`config.mk`:
```
export PLATFORM = sky130hd
export DESIGN_NAME = fwp_top
export DESIGN_NICKNAME = d
export VERILOG_FILES = /design/src/fwp_pause.v /design/src/fwp_top.v
export VERILOG_INCLUDE_DIRS = /design/src
export SDC_FILE = /design/constraint.sdc
export NUM_CORES = 1
export LEC_CHECK = 0
export ABC_AREA = 1
export BUFFER_PORTS_ARGS = -buffer_cell sky130_fd_sc_hd__buf_2
export CAP_MARGIN = 20
export CELL_PAD_IN_SITES_DETAIL_PLACEMENT = 1
export CELL_PAD_IN_SITES_GLOBAL_PLACEMENT = 2
export CORE_ASPECT_RATIO = 0.6
export CORE_MARGIN = 5
export CORE_UTILIZATION = 25
export DETAILED_ROUTE_END_ITERATION = 10
export GPL_TIMING_DRIVEN = 0
export HOLD_SLACK_MARGIN = 0.05
export PLACE_DENSITY_LB_ADDON = 0.08
export SKIP_LAST_GASP = 1
export SLEW_MARGIN = 20
export SYNTH_ARGS = -nofsm -noshare
export SYNTH_HDL_FRONTEND = slang
export SYNTH_HIERARCHICAL = 1
export SYNTH_SLANG_ARGS = --single-unit
```
`constraint.sdc`:
```
create_clock -name mclk_i -period 6.03 [get_ports mclk_i]
set_input_delay 1.206 -clock mclk_i [delete_from_list [all_inputs] [get_ports mclk_i]]
set_output_delay 1.206 -clock mclk_i [all_outputs]
set_load 0.05 [all_outputs]
```
`src/fwp_defs.vh`:
```
`ifndef FWP_DEFS_VH
`define FWP_DEFS_VH

// Lock vector width: 8 parameter blocks plus the remaining overlay blocks
`define FWP_NBLK 72

// Status register bit positions
`define FWP_ST_BUSY 0
`define FWP_ST_WEL 1
`define FWP_ST_ESUSP 2
`define FWP_ST_PSUSP 3
`define FWP_ST_LOCKDN 4
`define FWP_ST_IDLOCK 5
`define FWP_ST_RSVD 6
`define FWP_ST_BUSY2 7

// Configuration register bit positions
`define FWP_CR_QPS 1
`define FWP_CR_BPNV 3
`define FWP_CR_PROTECT_PIN_ENABLE 7

// Reset values
`define FWP_QPS_RST 1'b0
`define FWP_PROTECT_PIN_ENABLE_RST 1'b0
`define FWP_WLOCK_RST {`FWP_NBLK{1'b1}}
`define FWP_PLOCK_RST {`FWP_NBLK{1'b0}}

// Unique-ID space: 2 KByte, first 8 bytes (64 bits) factory programmed
`define FWP_ID_AW 11
`define FWP_ID_FACTORY_BYTES 11'h008

// Kinds of internal write operation
`define FWP_OP_NONE 3'h0
`define FWP_OP_PROG 3'h1
`define FWP_OP_ERASE 3'h2
`define FWP_OP_ID 3'h3
`define FWP_OP_NV 3'h4

`endif

```
`src/fwp_pause.v`:
```
`include "fwp_defs.vh"

module fwp_pause (
  input wire mclk_i,
  input wire sys_rst_i,
  input wire sck_i,
  input wire cs_n_i,
  input wire hold_n_i,
  input wire enable_i,
  output reg paused_o,
  output reg if_reset_o,
  output wire cs_n_s_o
);

  localparam ST_RUN = 2'b01;
  localparam ST_HOLD = 2'b10;

  reg [2:0] meta_r;
  reg [2:0] sync_r;
  reg [1:0] state_r;
  reg [1:0] state_nxt;
  reg cs_n_d_r;
  wire sck_s;
  wire cs_n_s;
  wire hold_n_s;

  // Two-stage synchronisers for serial clock, chip select and pause pin
  always @(posedge mclk_i or posedge sys_rst_i) begin
    if (sys_rst_i) begin
      meta_r <= 3'h6;
      sync_r <= 3'h6;
    end else begin
      meta_r <= {hold_n_i, cs_n_i, sck_i};
      sync_r <= meta_r;
    end
  end

  assign sck_s = sync_r[0];
  assign cs_n_s = sync_r[1];
  assign hold_n_s = sync_r[2];
  assign cs_n_s_o = cs_n_s;

  // Pin-driven transitions only happen while the clock is low, so late pin edges wait; deselect or disable leaves pause at once
  always @* begin
    state_nxt = state_r;
    case (state_r)
      ST_RUN: begin
        if (enable_i && !cs_n_s && !sck_s && !hold_n_s) begin // [RQ15] [RQ16]
          state_nxt = ST_HOLD;
        end
      end
      ST_HOLD: begin
        if (!enable_i || cs_n_s) begin // [RQ15] [RQ18]
          state_nxt = ST_RUN;
        end else if (!sck_s && hold_n_s) begin // [RQ16]
          state_nxt = ST_RUN;
        end
      end
      default: begin
        state_nxt = ST_RUN;
      end
    endcase
  end

  always @(posedge mclk_i or posedge sys_rst_i) begin
    if (sys_rst_i) begin
      state_r <= ST_RUN;
      cs_n_d_r <= 1'b1;
      paused_o <= 1'b0;
      if_reset_o <= 1'b0;
    end else begin
      state_r <= state_nxt;
      cs_n_d_r <= cs_n_s;
      paused_o <= (state_nxt == ST_HOLD);
      // Deselect while paused resets the interface logic
      if_reset_o <= (state_r == ST_HOLD) && cs_n_s && !cs_n_d_r; // [RQ18]
    end
  end

endmodule // fwp_pause

```
`src/fwp_top.v`:
```
`include "fwp_defs.vh"

// How it works
// RQ1: A 72-bit permanent lock register, one bit per parameter or overlay block.
// RQ2: Writing 1 to a permanent lock bit forces and freezes its write-lock bit.
// RQ3: Set permanent lock bits stay set; later writes only set remaining zeros.
// RQ4: Writing 0 to a permanent lock position changes nothing.
// RQ5: Permanent lock write is ignored while lockdown is active; power cycle needed.
// RQ6: Protect pin works only outside quad-wide mode and with quad pin select 0.
// RQ7: Protect pin is ignored when its enable bit is 0.
// RQ8: Quad pin select 1 disables the protect pin regardless of enable bit.
// RQ9: Active lockdown forbids block-protect writes whatever the pin and enables.
// RQ10: Without lockdown, pin low, select 0, enable 1 blocks protect and config writes.
// RQ11: Protect pin never affects program or erase commands.
// RQ12: Protect-pin enable is non-volatile, factory 0, survives power cycles.
// RQ13: 2 KByte ID space: fixed 64-bit factory part, user part via program-ID.
// RQ14: After lock-ID all ID writes are refused; ID space is never erasable. The code refuses program-ID but still accepts a repeated lock-ID.
// RQ15: Pause pin works only outside quad-wide mode with quad pin select 0.
// RQ16: Pause entered or left only while chip selected and serial clock low; the code also leaves pause at once on deselect or disable.
// RQ17: While paused the data output floats and serial input is ignored.
// RQ18: Deselect during pause resets interface logic; resume needs pin high, select.
// RQ19: Status bits: busy, latch, erase and program suspend, lockdown, ID lock, bit6 0.
// RQ20: Status bit 7 mirrors busy and stays readable during internal writes.
// RQ21: ID-locked status comes up 1 after a past lock-ID, else 0.
// RQ22: With latch 0, program, erase, protection writes and lockdown are rejected.
// RQ23: Latch clears on power-up, reset, disable, suspend, protect writes, completions.
// RQ24: Lockdown status is set by the lockdown command, cleared only by power cycle.
// RQ25: Quad pin select sits in configuration bit 1, set by writing 1.
module fwp_top #(
  parameter NBLK = `FWP_NBLK
) (
  input wire mclk_i,
  input wire sys_rst_i,
  input wire sck_i,
  input wire cs_n_i,
  input wire wp_n_i,
  input wire hold_n_i,
  input wire so_d_i,
  input wire so_en_i,
  input wire quad_wide_mode_i,
  input wire nv_restore_i,
  input wire [NBLK-1:0] nv_lock_i,
  input wire nv_protect_pin_enable_i,
  input wire nv_idlock_i,
  input wire cmd_wren_i,
  input wire cmd_write_disable_cmd_i,
  input wire cmd_rst_i,
  input wire cmd_write_block_protect_cmd_i,
  input wire cmd_gunlock_i,
  input wire cmd_lbpr_i,
  input wire cmd_wrcr_i,
  input wire cmd_plock_i,
  input wire cmd_prog_i,
  input wire cmd_erase_i,
  input wire cmd_suspend_i,
  input wire cmd_resume_i,
  input wire cmd_program_id_cmd_i,
  input wire cmd_lock_id_cmd_i,
  input wire [NBLK-1:0] wr_data_i,
  input wire [7:0] cr_data_i,
  input wire [`FWP_ID_AW-1:0] id_addr_i,
  input wire op_done_i,
  output reg so_o,
  output reg so_oe_o,
  output reg paused_o,
  output reg if_reset_o,
  output reg [7:0] device_status_o,
  output reg [7:0] config_o,
  output reg [NBLK-1:0] wlock_o,
  output reg [NBLK-1:0] permanent_lock_register_o,
  output reg cmd_ok_o,
  output reg cmd_rej_o,
  output reg array_go_o,
  output reg [2:0] array_op_o,
  output reg nv_save_o
);

  reg [1:0] wp_meta_r;
  reg [1:0] wp_sync_r;
  wire wp_n_s;
  wire pause_s;
  wire pause_rst_s;
  wire cs_n_s;
  wire pins_enable;
  wire hw_protect;

  reg write_enable_latch_r;
  reg lockdown_status_r;
  reg id_locked_r;
  reg quad_pin_select_r;
  reg protect_pin_enable_r;
  reg busy_r;
  reg erase_suspended_r;
  reg program_suspended_r;
  reg [2:0] op_kind_r;
  reg [NBLK-1:0] plock_r;
  reg [NBLK-1:0] wlock_r;

  reg wel_nxt;
  reg lockdown_nxt;
  reg idlock_nxt;
  reg qps_nxt;
  reg protect_pin_enable_nxt;
  reg busy_nxt;
  reg esusp_nxt;
  reg psusp_nxt;
  reg [2:0] op_kind_nxt;
  reg [NBLK-1:0] plock_nxt;
  reg [NBLK-1:0] wlock_nxt;
  reg ok_nxt;
  reg rej_nxt;
  reg go_nxt;
  reg [2:0] go_op_nxt;
  reg save_nxt;
  reg [7:0] status_nxt;
  reg [7:0] config_nxt;
  reg cmd_any;

  // Protect pin comes from outside the clock domain
  always @(posedge mclk_i or posedge sys_rst_i) begin
    if (sys_rst_i) begin
      wp_meta_r <= 2'h3;
      wp_sync_r <= 2'h3;
    end else begin
      wp_meta_r <= {wp_meta_r[0], wp_n_i};
      wp_sync_r <= {wp_sync_r[0], wp_meta_r[1]};
    end
  end

  assign wp_n_s = wp_sync_r[1];

  // Protect and pause pins only act in narrow modes with select bit clear
  assign pins_enable = !quad_wide_mode_i && !quad_pin_select_r; // [RQ6] [RQ8] [RQ15]
  assign hw_protect = pins_enable && protect_pin_enable_r && !wp_n_s; // [RQ7] [RQ10]

  fwp_pause u_pause (
    .mclk_i(mclk_i),
    .sys_rst_i(sys_rst_i),
    .sck_i(sck_i),
    .cs_n_i(cs_n_i),
    .hold_n_i(hold_n_i),
    .enable_i(pins_enable),
    .paused_o(pause_s),
    .if_reset_o(pause_rst_s),
    .cs_n_s_o(cs_n_s)
  );

  always @* begin
    wel_nxt = write_enable_latch_r;
    lockdown_nxt = lockdown_status_r;
    idlock_nxt = id_locked_r;
    qps_nxt = quad_pin_select_r;
    protect_pin_enable_nxt = protect_pin_enable_r;
    busy_nxt = busy_r;
    esusp_nxt = erase_suspended_r;
    psusp_nxt = program_suspended_r;
    op_kind_nxt = op_kind_r;
    plock_nxt = plock_r;
    wlock_nxt = wlock_r | plock_r; // [RQ3]
    ok_nxt = 1'b0;
    rej_nxt = 1'b0;
    go_nxt = 1'b0;
    go_op_nxt = `FWP_OP_NONE;
    save_nxt = 1'b0;
    cmd_any = cmd_wren_i | cmd_write_disable_cmd_i | cmd_rst_i | cmd_write_block_protect_cmd_i | cmd_gunlock_i | cmd_lbpr_i
      | cmd_wrcr_i | cmd_plock_i | cmd_prog_i | cmd_erase_i | cmd_suspend_i | cmd_resume_i
      | cmd_program_id_cmd_i | cmd_lock_id_cmd_i;

    // Internal write completion from the array
    if (busy_r && op_done_i) begin
      busy_nxt = 1'b0;
      wel_nxt = 1'b0; // [RQ23]
      op_kind_nxt = `FWP_OP_NONE;
      if (op_kind_r == `FWP_OP_NV) begin
        save_nxt = 1'b1; // [RQ12]
      end
    end

    // Serial input is ignored while paused, in step with the visible pause flag
    if (paused_o || !cmd_any) begin // [RQ17]
      rej_nxt = 1'b0;
    end else if (cmd_rst_i) begin
      wel_nxt = 1'b0; // [RQ23]
      ok_nxt = 1'b1;
    end else if (cmd_suspend_i) begin
      wel_nxt = 1'b0; // [RQ23]
      if (busy_r && (op_kind_r == `FWP_OP_PROG || op_kind_r == `FWP_OP_ERASE)) begin
        busy_nxt = 1'b0;
        psusp_nxt = (op_kind_r == `FWP_OP_PROG);
        esusp_nxt = (op_kind_r == `FWP_OP_ERASE);
        op_kind_nxt = `FWP_OP_NONE;
        ok_nxt = 1'b1;
      end else begin
        rej_nxt = 1'b1;
      end
    end else if (busy_r) begin
      // Only status polling, reset and suspend are served during an internal write
      rej_nxt = 1'b1; // [RQ20]
    end else if (cmd_resume_i) begin
      if (program_suspended_r || erase_suspended_r) begin
        busy_nxt = 1'b1;
        op_kind_nxt = program_suspended_r ? `FWP_OP_PROG : `FWP_OP_ERASE;
        psusp_nxt = 1'b0;
        esusp_nxt = 1'b0;
        ok_nxt = 1'b1;
      end else begin
        rej_nxt = 1'b1;
      end
    end else if (cmd_wren_i) begin
      wel_nxt = 1'b1;
      ok_nxt = 1'b1;
    end else if (cmd_write_disable_cmd_i) begin
      wel_nxt = 1'b0; // [RQ23]
      ok_nxt = 1'b1;
    end else if (!write_enable_latch_r) begin
      rej_nxt = 1'b1; // [RQ22]
    end else if (cmd_write_block_protect_cmd_i || cmd_gunlock_i) begin
      wel_nxt = 1'b0; // [RQ23]
      if (lockdown_status_r || hw_protect) begin // [RQ9] [RQ10]
        rej_nxt = 1'b1;
      end else begin
        wlock_nxt = (cmd_write_block_protect_cmd_i ? wr_data_i : {NBLK{1'b0}}) | plock_r; // [RQ2] [RQ3]
        ok_nxt = 1'b1;
      end
    end else if (cmd_lbpr_i) begin
      wel_nxt = 1'b0; // [RQ23]
      lockdown_nxt = 1'b1; // [RQ24]
      ok_nxt = 1'b1;
    end else if (cmd_wrcr_i) begin
      wel_nxt = 1'b0; // [RQ23]
      if (hw_protect) begin // [RQ10]
        rej_nxt = 1'b1;
      end else begin
        qps_nxt = cr_data_i[`FWP_CR_QPS]; // [RQ25]
        protect_pin_enable_nxt = cr_data_i[`FWP_CR_PROTECT_PIN_ENABLE];
        if (cr_data_i[`FWP_CR_PROTECT_PIN_ENABLE] != protect_pin_enable_r) begin
          // Non-volatile bit write takes an internal write cycle
          busy_nxt = 1'b1; // [RQ12]
          op_kind_nxt = `FWP_OP_NV;
          go_nxt = 1'b1;
          go_op_nxt = `FWP_OP_NV;
        end
        ok_nxt = 1'b1;
      end
    end else if (cmd_plock_i) begin
      if (lockdown_status_r) begin
        rej_nxt = 1'b1; // [RQ5]
      end else begin
        // Ones only ever add to the lock set; zeros leave it alone
        plock_nxt = plock_r | wr_data_i; // [RQ1] [RQ3] [RQ4]
        wlock_nxt = wlock_r | plock_r | wr_data_i; // [RQ2]
        wel_nxt = 1'b0;
        busy_nxt = 1'b1;
        op_kind_nxt = `FWP_OP_NV;
        go_nxt = 1'b1;
        go_op_nxt = `FWP_OP_NV;
        ok_nxt = 1'b1;
      end
    end else if (cmd_prog_i || cmd_erase_i) begin
      // Protect pin plays no part in array writes
      busy_nxt = 1'b1; // [RQ11]
      op_kind_nxt = cmd_prog_i ? `FWP_OP_PROG : `FWP_OP_ERASE;
      go_nxt = 1'b1;
      go_op_nxt = cmd_prog_i ? `FWP_OP_PROG : `FWP_OP_ERASE;
      ok_nxt = 1'b1;
    end else if (cmd_program_id_cmd_i) begin
      // Factory segment and a locked space refuse programming
      if (id_locked_r || id_addr_i < `FWP_ID_FACTORY_BYTES) begin // [RQ13] [RQ14]
        rej_nxt = 1'b1;
      end else begin
        busy_nxt = 1'b1;
        op_kind_nxt = `FWP_OP_ID;
        go_nxt = 1'b1;
        go_op_nxt = `FWP_OP_ID;
        ok_nxt = 1'b1;
      end
    end else if (cmd_lock_id_cmd_i) begin
      idlock_nxt = 1'b1; // [RQ14] [RQ21]
      busy_nxt = 1'b1;
      op_kind_nxt = `FWP_OP_ID;
      go_nxt = 1'b1;
      go_op_nxt = `FWP_OP_ID;
      ok_nxt = 1'b1;
    end else begin
      rej_nxt = 1'b1;
    end

    // Restore of non-volatile state after power-up
    if (nv_restore_i) begin
      plock_nxt = nv_lock_i; // [RQ1]
      wlock_nxt = wlock_nxt | nv_lock_i; // [RQ2]
      protect_pin_enable_nxt = nv_protect_pin_enable_i; // [RQ12]
      idlock_nxt = nv_idlock_i; // [RQ21]
    end

    status_nxt = 8'h00;
    status_nxt[`FWP_ST_BUSY] = busy_nxt; // [RQ19]
    status_nxt[`FWP_ST_WEL] = wel_nxt;
    status_nxt[`FWP_ST_ESUSP] = esusp_nxt;
    status_nxt[`FWP_ST_PSUSP] = psusp_nxt;
    status_nxt[`FWP_ST_LOCKDN] = lockdown_nxt;
    status_nxt[`FWP_ST_IDLOCK] = idlock_nxt;
    status_nxt[`FWP_ST_RSVD] = 1'b0;
    status_nxt[`FWP_ST_BUSY2] = busy_nxt; // [RQ20]

    config_nxt = 8'h00;
    config_nxt[`FWP_CR_QPS] = qps_nxt; // [RQ25]
    config_nxt[`FWP_CR_BPNV] = ~|plock_nxt;
    config_nxt[`FWP_CR_PROTECT_PIN_ENABLE] = protect_pin_enable_nxt;
  end

  always @(posedge mclk_i or posedge sys_rst_i) begin
    if (sys_rst_i) begin
      write_enable_latch_r <= 1'b0; // [RQ23]
      lockdown_status_r <= 1'b0; // [RQ24]
      id_locked_r <= 1'b0;
      quad_pin_select_r <= `FWP_QPS_RST;
      protect_pin_enable_r <= `FWP_PROTECT_PIN_ENABLE_RST; // [RQ12]
      busy_r <= 1'b0;
      erase_suspended_r <= 1'b0;
      program_suspended_r <= 1'b0;
      op_kind_r <= `FWP_OP_NONE;
      plock_r <= `FWP_PLOCK_RST;
      wlock_r <= `FWP_WLOCK_RST;
      so_o <= 1'b0;
      so_oe_o <= 1'b0;
      paused_o <= 1'b0;
      if_reset_o <= 1'b0;
      device_status_o <= 8'h00;
      config_o <= 8'h08;
      wlock_o <= `FWP_WLOCK_RST;
      permanent_lock_register_o <= `FWP_PLOCK_RST;
      cmd_ok_o <= 1'b0;
      cmd_rej_o <= 1'b0;
      array_go_o <= 1'b0;
      array_op_o <= `FWP_OP_NONE;
      nv_save_o <= 1'b0;
    end else begin
      write_enable_latch_r <= wel_nxt;
      lockdown_status_r <= lockdown_nxt;
      id_locked_r <= idlock_nxt;
      quad_pin_select_r <= qps_nxt;
      protect_pin_enable_r <= protect_pin_enable_nxt;
      busy_r <= busy_nxt;
      erase_suspended_r <= esusp_nxt;
      program_suspended_r <= psusp_nxt;
      op_kind_r <= op_kind_nxt;
      plock_r <= plock_nxt;
      wlock_r <= wlock_nxt;
      so_o <= so_d_i;
      so_oe_o <= so_en_i && !pause_s && !cs_n_s; // [RQ17]
      paused_o <= pause_s;
      if_reset_o <= pause_rst_s; // [RQ18]
      device_status_o <= status_nxt;
      config_o <= config_nxt;
      wlock_o <= wlock_nxt;
      permanent_lock_register_o <= plock_nxt;
      cmd_ok_o <= ok_nxt;
      cmd_rej_o <= rej_nxt;
      array_go_o <= go_nxt;
      array_op_o <= go_op_nxt;
      nv_save_o <= save_nxt;
    end
  end

endmodule // fwp_top

```
# Word level (Yosys, flattened, before mapping)
# Index checks and enable logic that the tools add are counted.
# word_totals
reg_bits,191
inputBits,190
out_inout_bits,171
wordCells,324
# classes
n_eq_ne,7
n_reduce_logical,33
muxes,235
bitwise,18
magnitude_cmp,1
# ops
operator,n
2-to-1 mux 72 bit,30
OR 72 bit,5
2-to-1 mux 1 bit,158
2-to-1 mux 3 bit,39
OR reduction 72 bit,1
2-to-1 mux 2 bit,7
logical AND 1 bit,13
OR 1 bit,13
logical NOT 1 bit,11
less-than comparator 11 x 4 -> 1 bit (second input constant),1
logical OR 1 bit,8
== test 2 bit (second input constant),2
one-hot mux 2 bit (2 select lines),1
== test 3 x 1 -> 1 bit (second input constant),1
== test 3 x 2 -> 1 bit (second input constant),1
== test 3 bit (second input constant),1
== test 2 x 1 -> 1 bit (second input constant),1
!= test 1 bit,1

# Depth between registers and ports, before layout
# depth
ltp_word,19
ltp_mapped,17
mapped_depth_nobuf,15

# Hierarchy
# Netlist, hierarchy kept.
# by_module_without_submodules
module,seq_area_each_um2,area_each_um2,instances,cells_each
fwp_top,4375.4,10357.4,1,1478
fwp_pause,282.8,422.9,1,40

# Least setup slack after synthesis
# Ideal clock, no wire load.
# synth_path
path_type,input -> register
startpoint,input cmd_suspend_i
endpoint,register config_o[3]
path_slack_ns,3.367
required_time_ns,5.963
t_arrival_ns,2.596
path_stages,16
path_buffers,3
setup_ns,0.067
cell_sequence,buf_4 -> nor2_2 -> nand2_1 -> nor2_1 -> nand2_1 -> buf_6 -> buf_6 -> nand4_1 -> nand2_1 -> o21ai_0 -> nand2_1 -> nor2_1 -> nand2_1 -> nor2_1 -> nand3_1 -> nor2_1
# synth_between
elab_chain_cells,10
elab_cells_between_ends,12
cone_classes,4 x mux; 4 x bitwise; 4 x reduce/logical
# synth_lines
element,line_no,text
"start, declared",fwp_top.v:55,"input wire cmd_suspend_i,"
OR 1 bit (2 in series),fwp_top.v:166,| cmd_wrcr_i | cmd_plock_i | cmd_prog_i | cmd_erase_i | cmd_suspend_i | cmd_resume_i
OR 1 bit (2 in series),fwp_top.v:167,| cmd_program_id_cmd_i | cmd_lock_id_cmd_i;
logical NOT 1 bit,fwp_top.v:180,if (paused_o || !cmd_any) begin
logical OR 1 bit,fwp_top.v:180,
2-to-1 mux 72 bit (*),fwp_top.v:180,
2-to-1 mux 72 bit (*),fwp_top.v:289,if (nv_restore_i) begin
OR reduction 72 bit (*),fwp_top.v:308,config_nxt[`FWP_CR_BPNV] = ~|plock_nxt;
logical NOT 1 bit (*),fwp_top.v:308,
net config_nxt[3],fwp_top.v:116,reg [7:0] config_nxt;
"end signal, assigned",fwp_top.v:355,config_o <= config_nxt;
"end, declared",fwp_top.v:68,"output reg [7:0] config_o,"
# Mark *: on every way through the listed nets, which the timed path passes. The rest lies on a longest branch.

# Worst setup path after layout
# layout_path
startpoint,input nv_restore_i
endpoint,register config_o[3]
# layout_between
elab_chain_cells,3
# layout_lines
element,line_no,text
"start, declared",fwp_top.v:41,"input wire nv_restore_i,"
2-to-1 mux 72 bit,fwp_top.v:289,
OR reduction 72 bit,fwp_top.v:308,
logical NOT 1 bit,fwp_top.v:308,
net config_nxt[3],fwp_top.v:116,
# The timed path passes the listed nets, and every way through them passes these cells.

==> impl_metrics.env <==
export IMPL_cts_buffers=17
export IMPL_muxShareOfSynthArea_pct=0
export IMPL_cts_tree="done"
export IMPL_drt_met1_wl_um=28100
export IMPL_critPathBufInv=3
export IMPL_syn_area_sq_um=10800
export IMPL_leakage_uw=0.00652
export IMPL_multiInputGateArea_sq_um=5090
export IMPL_first_pass_iters=5
export IMPL_htreeDepth=4
export IMPL_cpMostUsedCell="nand2_1"
export IMPL_grt_pass1_wl_um=83400
export IMPL_yosys_warnings=6
export IMPL_synth_largest_area_cell="dfrtp_1"
export IMPL_fill_cells=5381
export IMPL_row_count=58
export IMPL_hp_start="u_pause/meta_r[0]"
export IMPL_ir_worst_vdd_v=0.000165
export IMPL_grt_remaining_overflow=0
export IMPL_critPathCaptureType="flip-flop"
export IMPL_ant_nets=0
export IMPL_root_buffer="clkbuf_16"
export IMPL_via_count=11875
export IMPL_initial_core_util_pct=25.5
export IMPL_r2r_start="paused_o"
export IMPL_period_minus_slack_ns=3.67
export IMPL_ys_async_sr_fraction_pct=100
export IMPL_yosys_top_cells_count="nand2_1, a21oi_1, nor2_1"
export IMPL_regArea_sq_um=4660
export IMPL_clock_fmax_mhz=273
export IMPL_drt_total_wl_um=57100
export IMPL_outcome="completed"
export IMPL_numPlacedInstances=2436
export IMPL_routed_via_density=4.80
export IMPL_fin_total_pwr_uw=3410
export IMPL_grt_antenna_before_repair=12
export IMPL_synth_edf_count=0
export IMPL_core_sq_um=42200
export IMPL_die_h_um=171
export IMPL_crit_path_start="nv_restore_i"
export IMPL_cts_sinks=182
export IMPL_relSlewSlack_pct=25.6
export IMPL_cts_setup_buffers=0
export IMPL_holdBufCountCts=0
export IMPL_ys_types=40
export IMPL_power_density_nw_per_um2=246
export IMPL_first_global_vias=12606
export IMPL_grt_max_degree=89
export IMPL_dieArea_sq_um=47500
export IMPL_cts_max_path_buffers=2
export IMPL_critPathLaunchType="input port"
export IMPL_crit_path_cell_trace="buf_2 > clkbuf_1 > clkbuf_1 > a21oi_1 > nand2_1 > nand2_1 > nand2_1 > nor2_1 > nand2_1 > nor2_1 > nand3_1 > nor2_1"
export IMPL_yosys_area_share_simple_pct=31.3
export IMPL_nNetsFinal=2077
export IMPL_wl_met3_um=2630
export IMPL_setup_viol=0
export IMPL_ys_seq_elements=182
export IMPL_synth_top_family_by_area="simple AND/OR/NAND/NOR gates"
export IMPL_post_route_period_util_pct=60.8
export IMPL_synthMostInstantiatedCell="nand2_1"
export IMPL_slowest_delay_ns=0.89
export IMPL_cp_required_ns=6.42
export IMPL_avgRoutedWirePerCell_um=23.1
export IMPL_syn_area_per_cell_sq_um=7.10
export IMPL_fin_skew_ns=0.0120
export IMPL_synth_yosys_seq_area_share_pct=43.2
export IMPL_remaining_drc_errors=0
export IMPL_slowest_stage="clkbuf_1"
export IMPL_ys_flop_type="dfrtp_1"
export IMPL_critical_path_class="in2reg"
export IMPL_grt_total_usage_pct=23.5
export IMPL_drive_above_1_share_pct=30.4
export IMPL_cts_resized=0
export IMPL_clk_pin_slew_ns=0.09
export IMPL_synthXorXnorAreaFrac_pct=0.0812
export IMPL_syn_inst=1518
export IMPL_wl_met2_um=25400
export IMPL_worst_pin_slew_ns=1.12
export IMPL_worstPathArrival_ns=4.06
export IMPL_crit_fanout=10
export IMPL_clk_latency_ns=0.46
export IMPL_hold_viol=0
export IMPL_crit_family="buffers and inverters"
export IMPL_maxCapViolations=0
export IMPL_finalSetupTns_ns=0
export IMPL_maxSlewViolCount=0
export IMPL_gp_congestion=0.859
export IMPL_area_growth_pct=28.8
export IMPL_synth_compound_area_share_pct=15.4
export IMPL_dr_first_iter_drc_count=616
export IMPL_dp_slack_ns=2.04
export IMPL_routed_top_layer="met5"
export IMPL_synthAdderAreaFrac_pct=0.232
export IMPL_yosysTopAreaCellShare_pct=23.0
export IMPL_dpl_hpwl_um=43600
export IMPL_timing_final_ws_setup_ns=2.36
export IMPL_final_core_util_pct=32.9
export IMPL_min_path_type="reg2reg"
export IMPL_portBuffers=342
export IMPL_rsz0062_at_grt="no"
export IMPL_synth_area_leaders="dfrtp_1, dfstp_2, nand2_1"
export IMPL_die_w_um=278
export IMPL_io_pins=361
export IMPL_finalNonFillerCells=2475
==> flip-flops by register name, indices dropped and copies added (netlist names), 2 cells and up <==
signal,flops
u_pause/state_r,2
plock_r,72
array_op_o,3
wlock_r,72
op_kind_r,3
config_o,3
wp_meta_r,2
wp_sync_r,2
device_status_o,6
u_pause/sync_r,3
u_pause/meta_r,3
==> final cells by class <==
cell class                 instances  area share (%)
clock buffer                      17            3.06
inverter                         126            3.46
timing repair buffer             343            12.5
multi-input combinational       1105            36.7
sequential                       182            33.6
buffer                           110            4.17
clock inverter                    15            1.29
tap                              570            5.14
antenna                            7           0.126
==> cells in the final DEF, fill, tap and decap left out, drive strengths merged, types with 15 or more instances in the layout <==
cell and instances:
clkbuf 71, or2 62, nand4 51, buf 399
dfstp 83, o21ai 91, nand3 92, a21oi 226
inv 132, nand2 336, nor2 209, nor3 15
dfrtp 99
==> through the flow <==
step           hold slack [ns]  cell area [sq um]
4_1_cts                  0.357              13900
6_report                 0.354              13900
3_5_place_dp             0.336              13300
5_1_grt                  0.366              13900
2_1_floorplan            0.331              10800
3_3_place_gp             0.334              13200
==> power by group <==
part           switching (uW)  leakage [uW]  internal (uW)  total (uW)
registers                49.2       0.00209           1300        1350
clock network             650      0.000287            564        1210
logic                     640       0.00414            210         850
total                    1340       0.00652           2080        3410
==> cell families after synthesis <==
kind of cell	count (synthesis)
DFF	182
AOI/OAI and AO/OA	326
other	1
xor gates and xnor gates	1
adders and majority gates	2
and+or+nand+nor	770
buffers and inverters	236
==> metal layers <==
metal | up-vias | GRT usage, %
met5 | - | 0
met4 | 6 | 5.22
met3 | 59 | 4.77
met2 | 287 | 36.9
met1 | 5844 | 33.7
li1 | 5679 | -
==> path summary, 6_finish.rpt <==
path / end / slack (ns) / cells after the start
worst max-delay path: config_o[3] / 2.36 / 12
worst min-delay path: u_pause/sync_r[0] / 0.35 / 0
worst max register to register: config_o[3] / 3.08 / 12
worst min register to register: u_pause/sync_r[0] / 0.35 / 0
max in group asynchronous: wlock_r[63] / 4.21 / 3
min in group asynchronous: u_pause/sync_r[0] / 0.77 / 2
==> worst reg2reg max path, stage by stage (launching register included) <==
cell and delay [ns]:
dfrtp_1 0.40, inv_1 0.20, clkbuf_1 0.50, clkbuf_1 0.68, nand4_1 0.20, nand2_1 0.10
nand2_1 0.07, nand2_1 0.26, nor2_1 0.11, nand2_1 0.14, nor2_1 0.06, nand3_1 0.12
nor2_1 0.06
No activity file was read; power rests on OpenSTA's default activity.
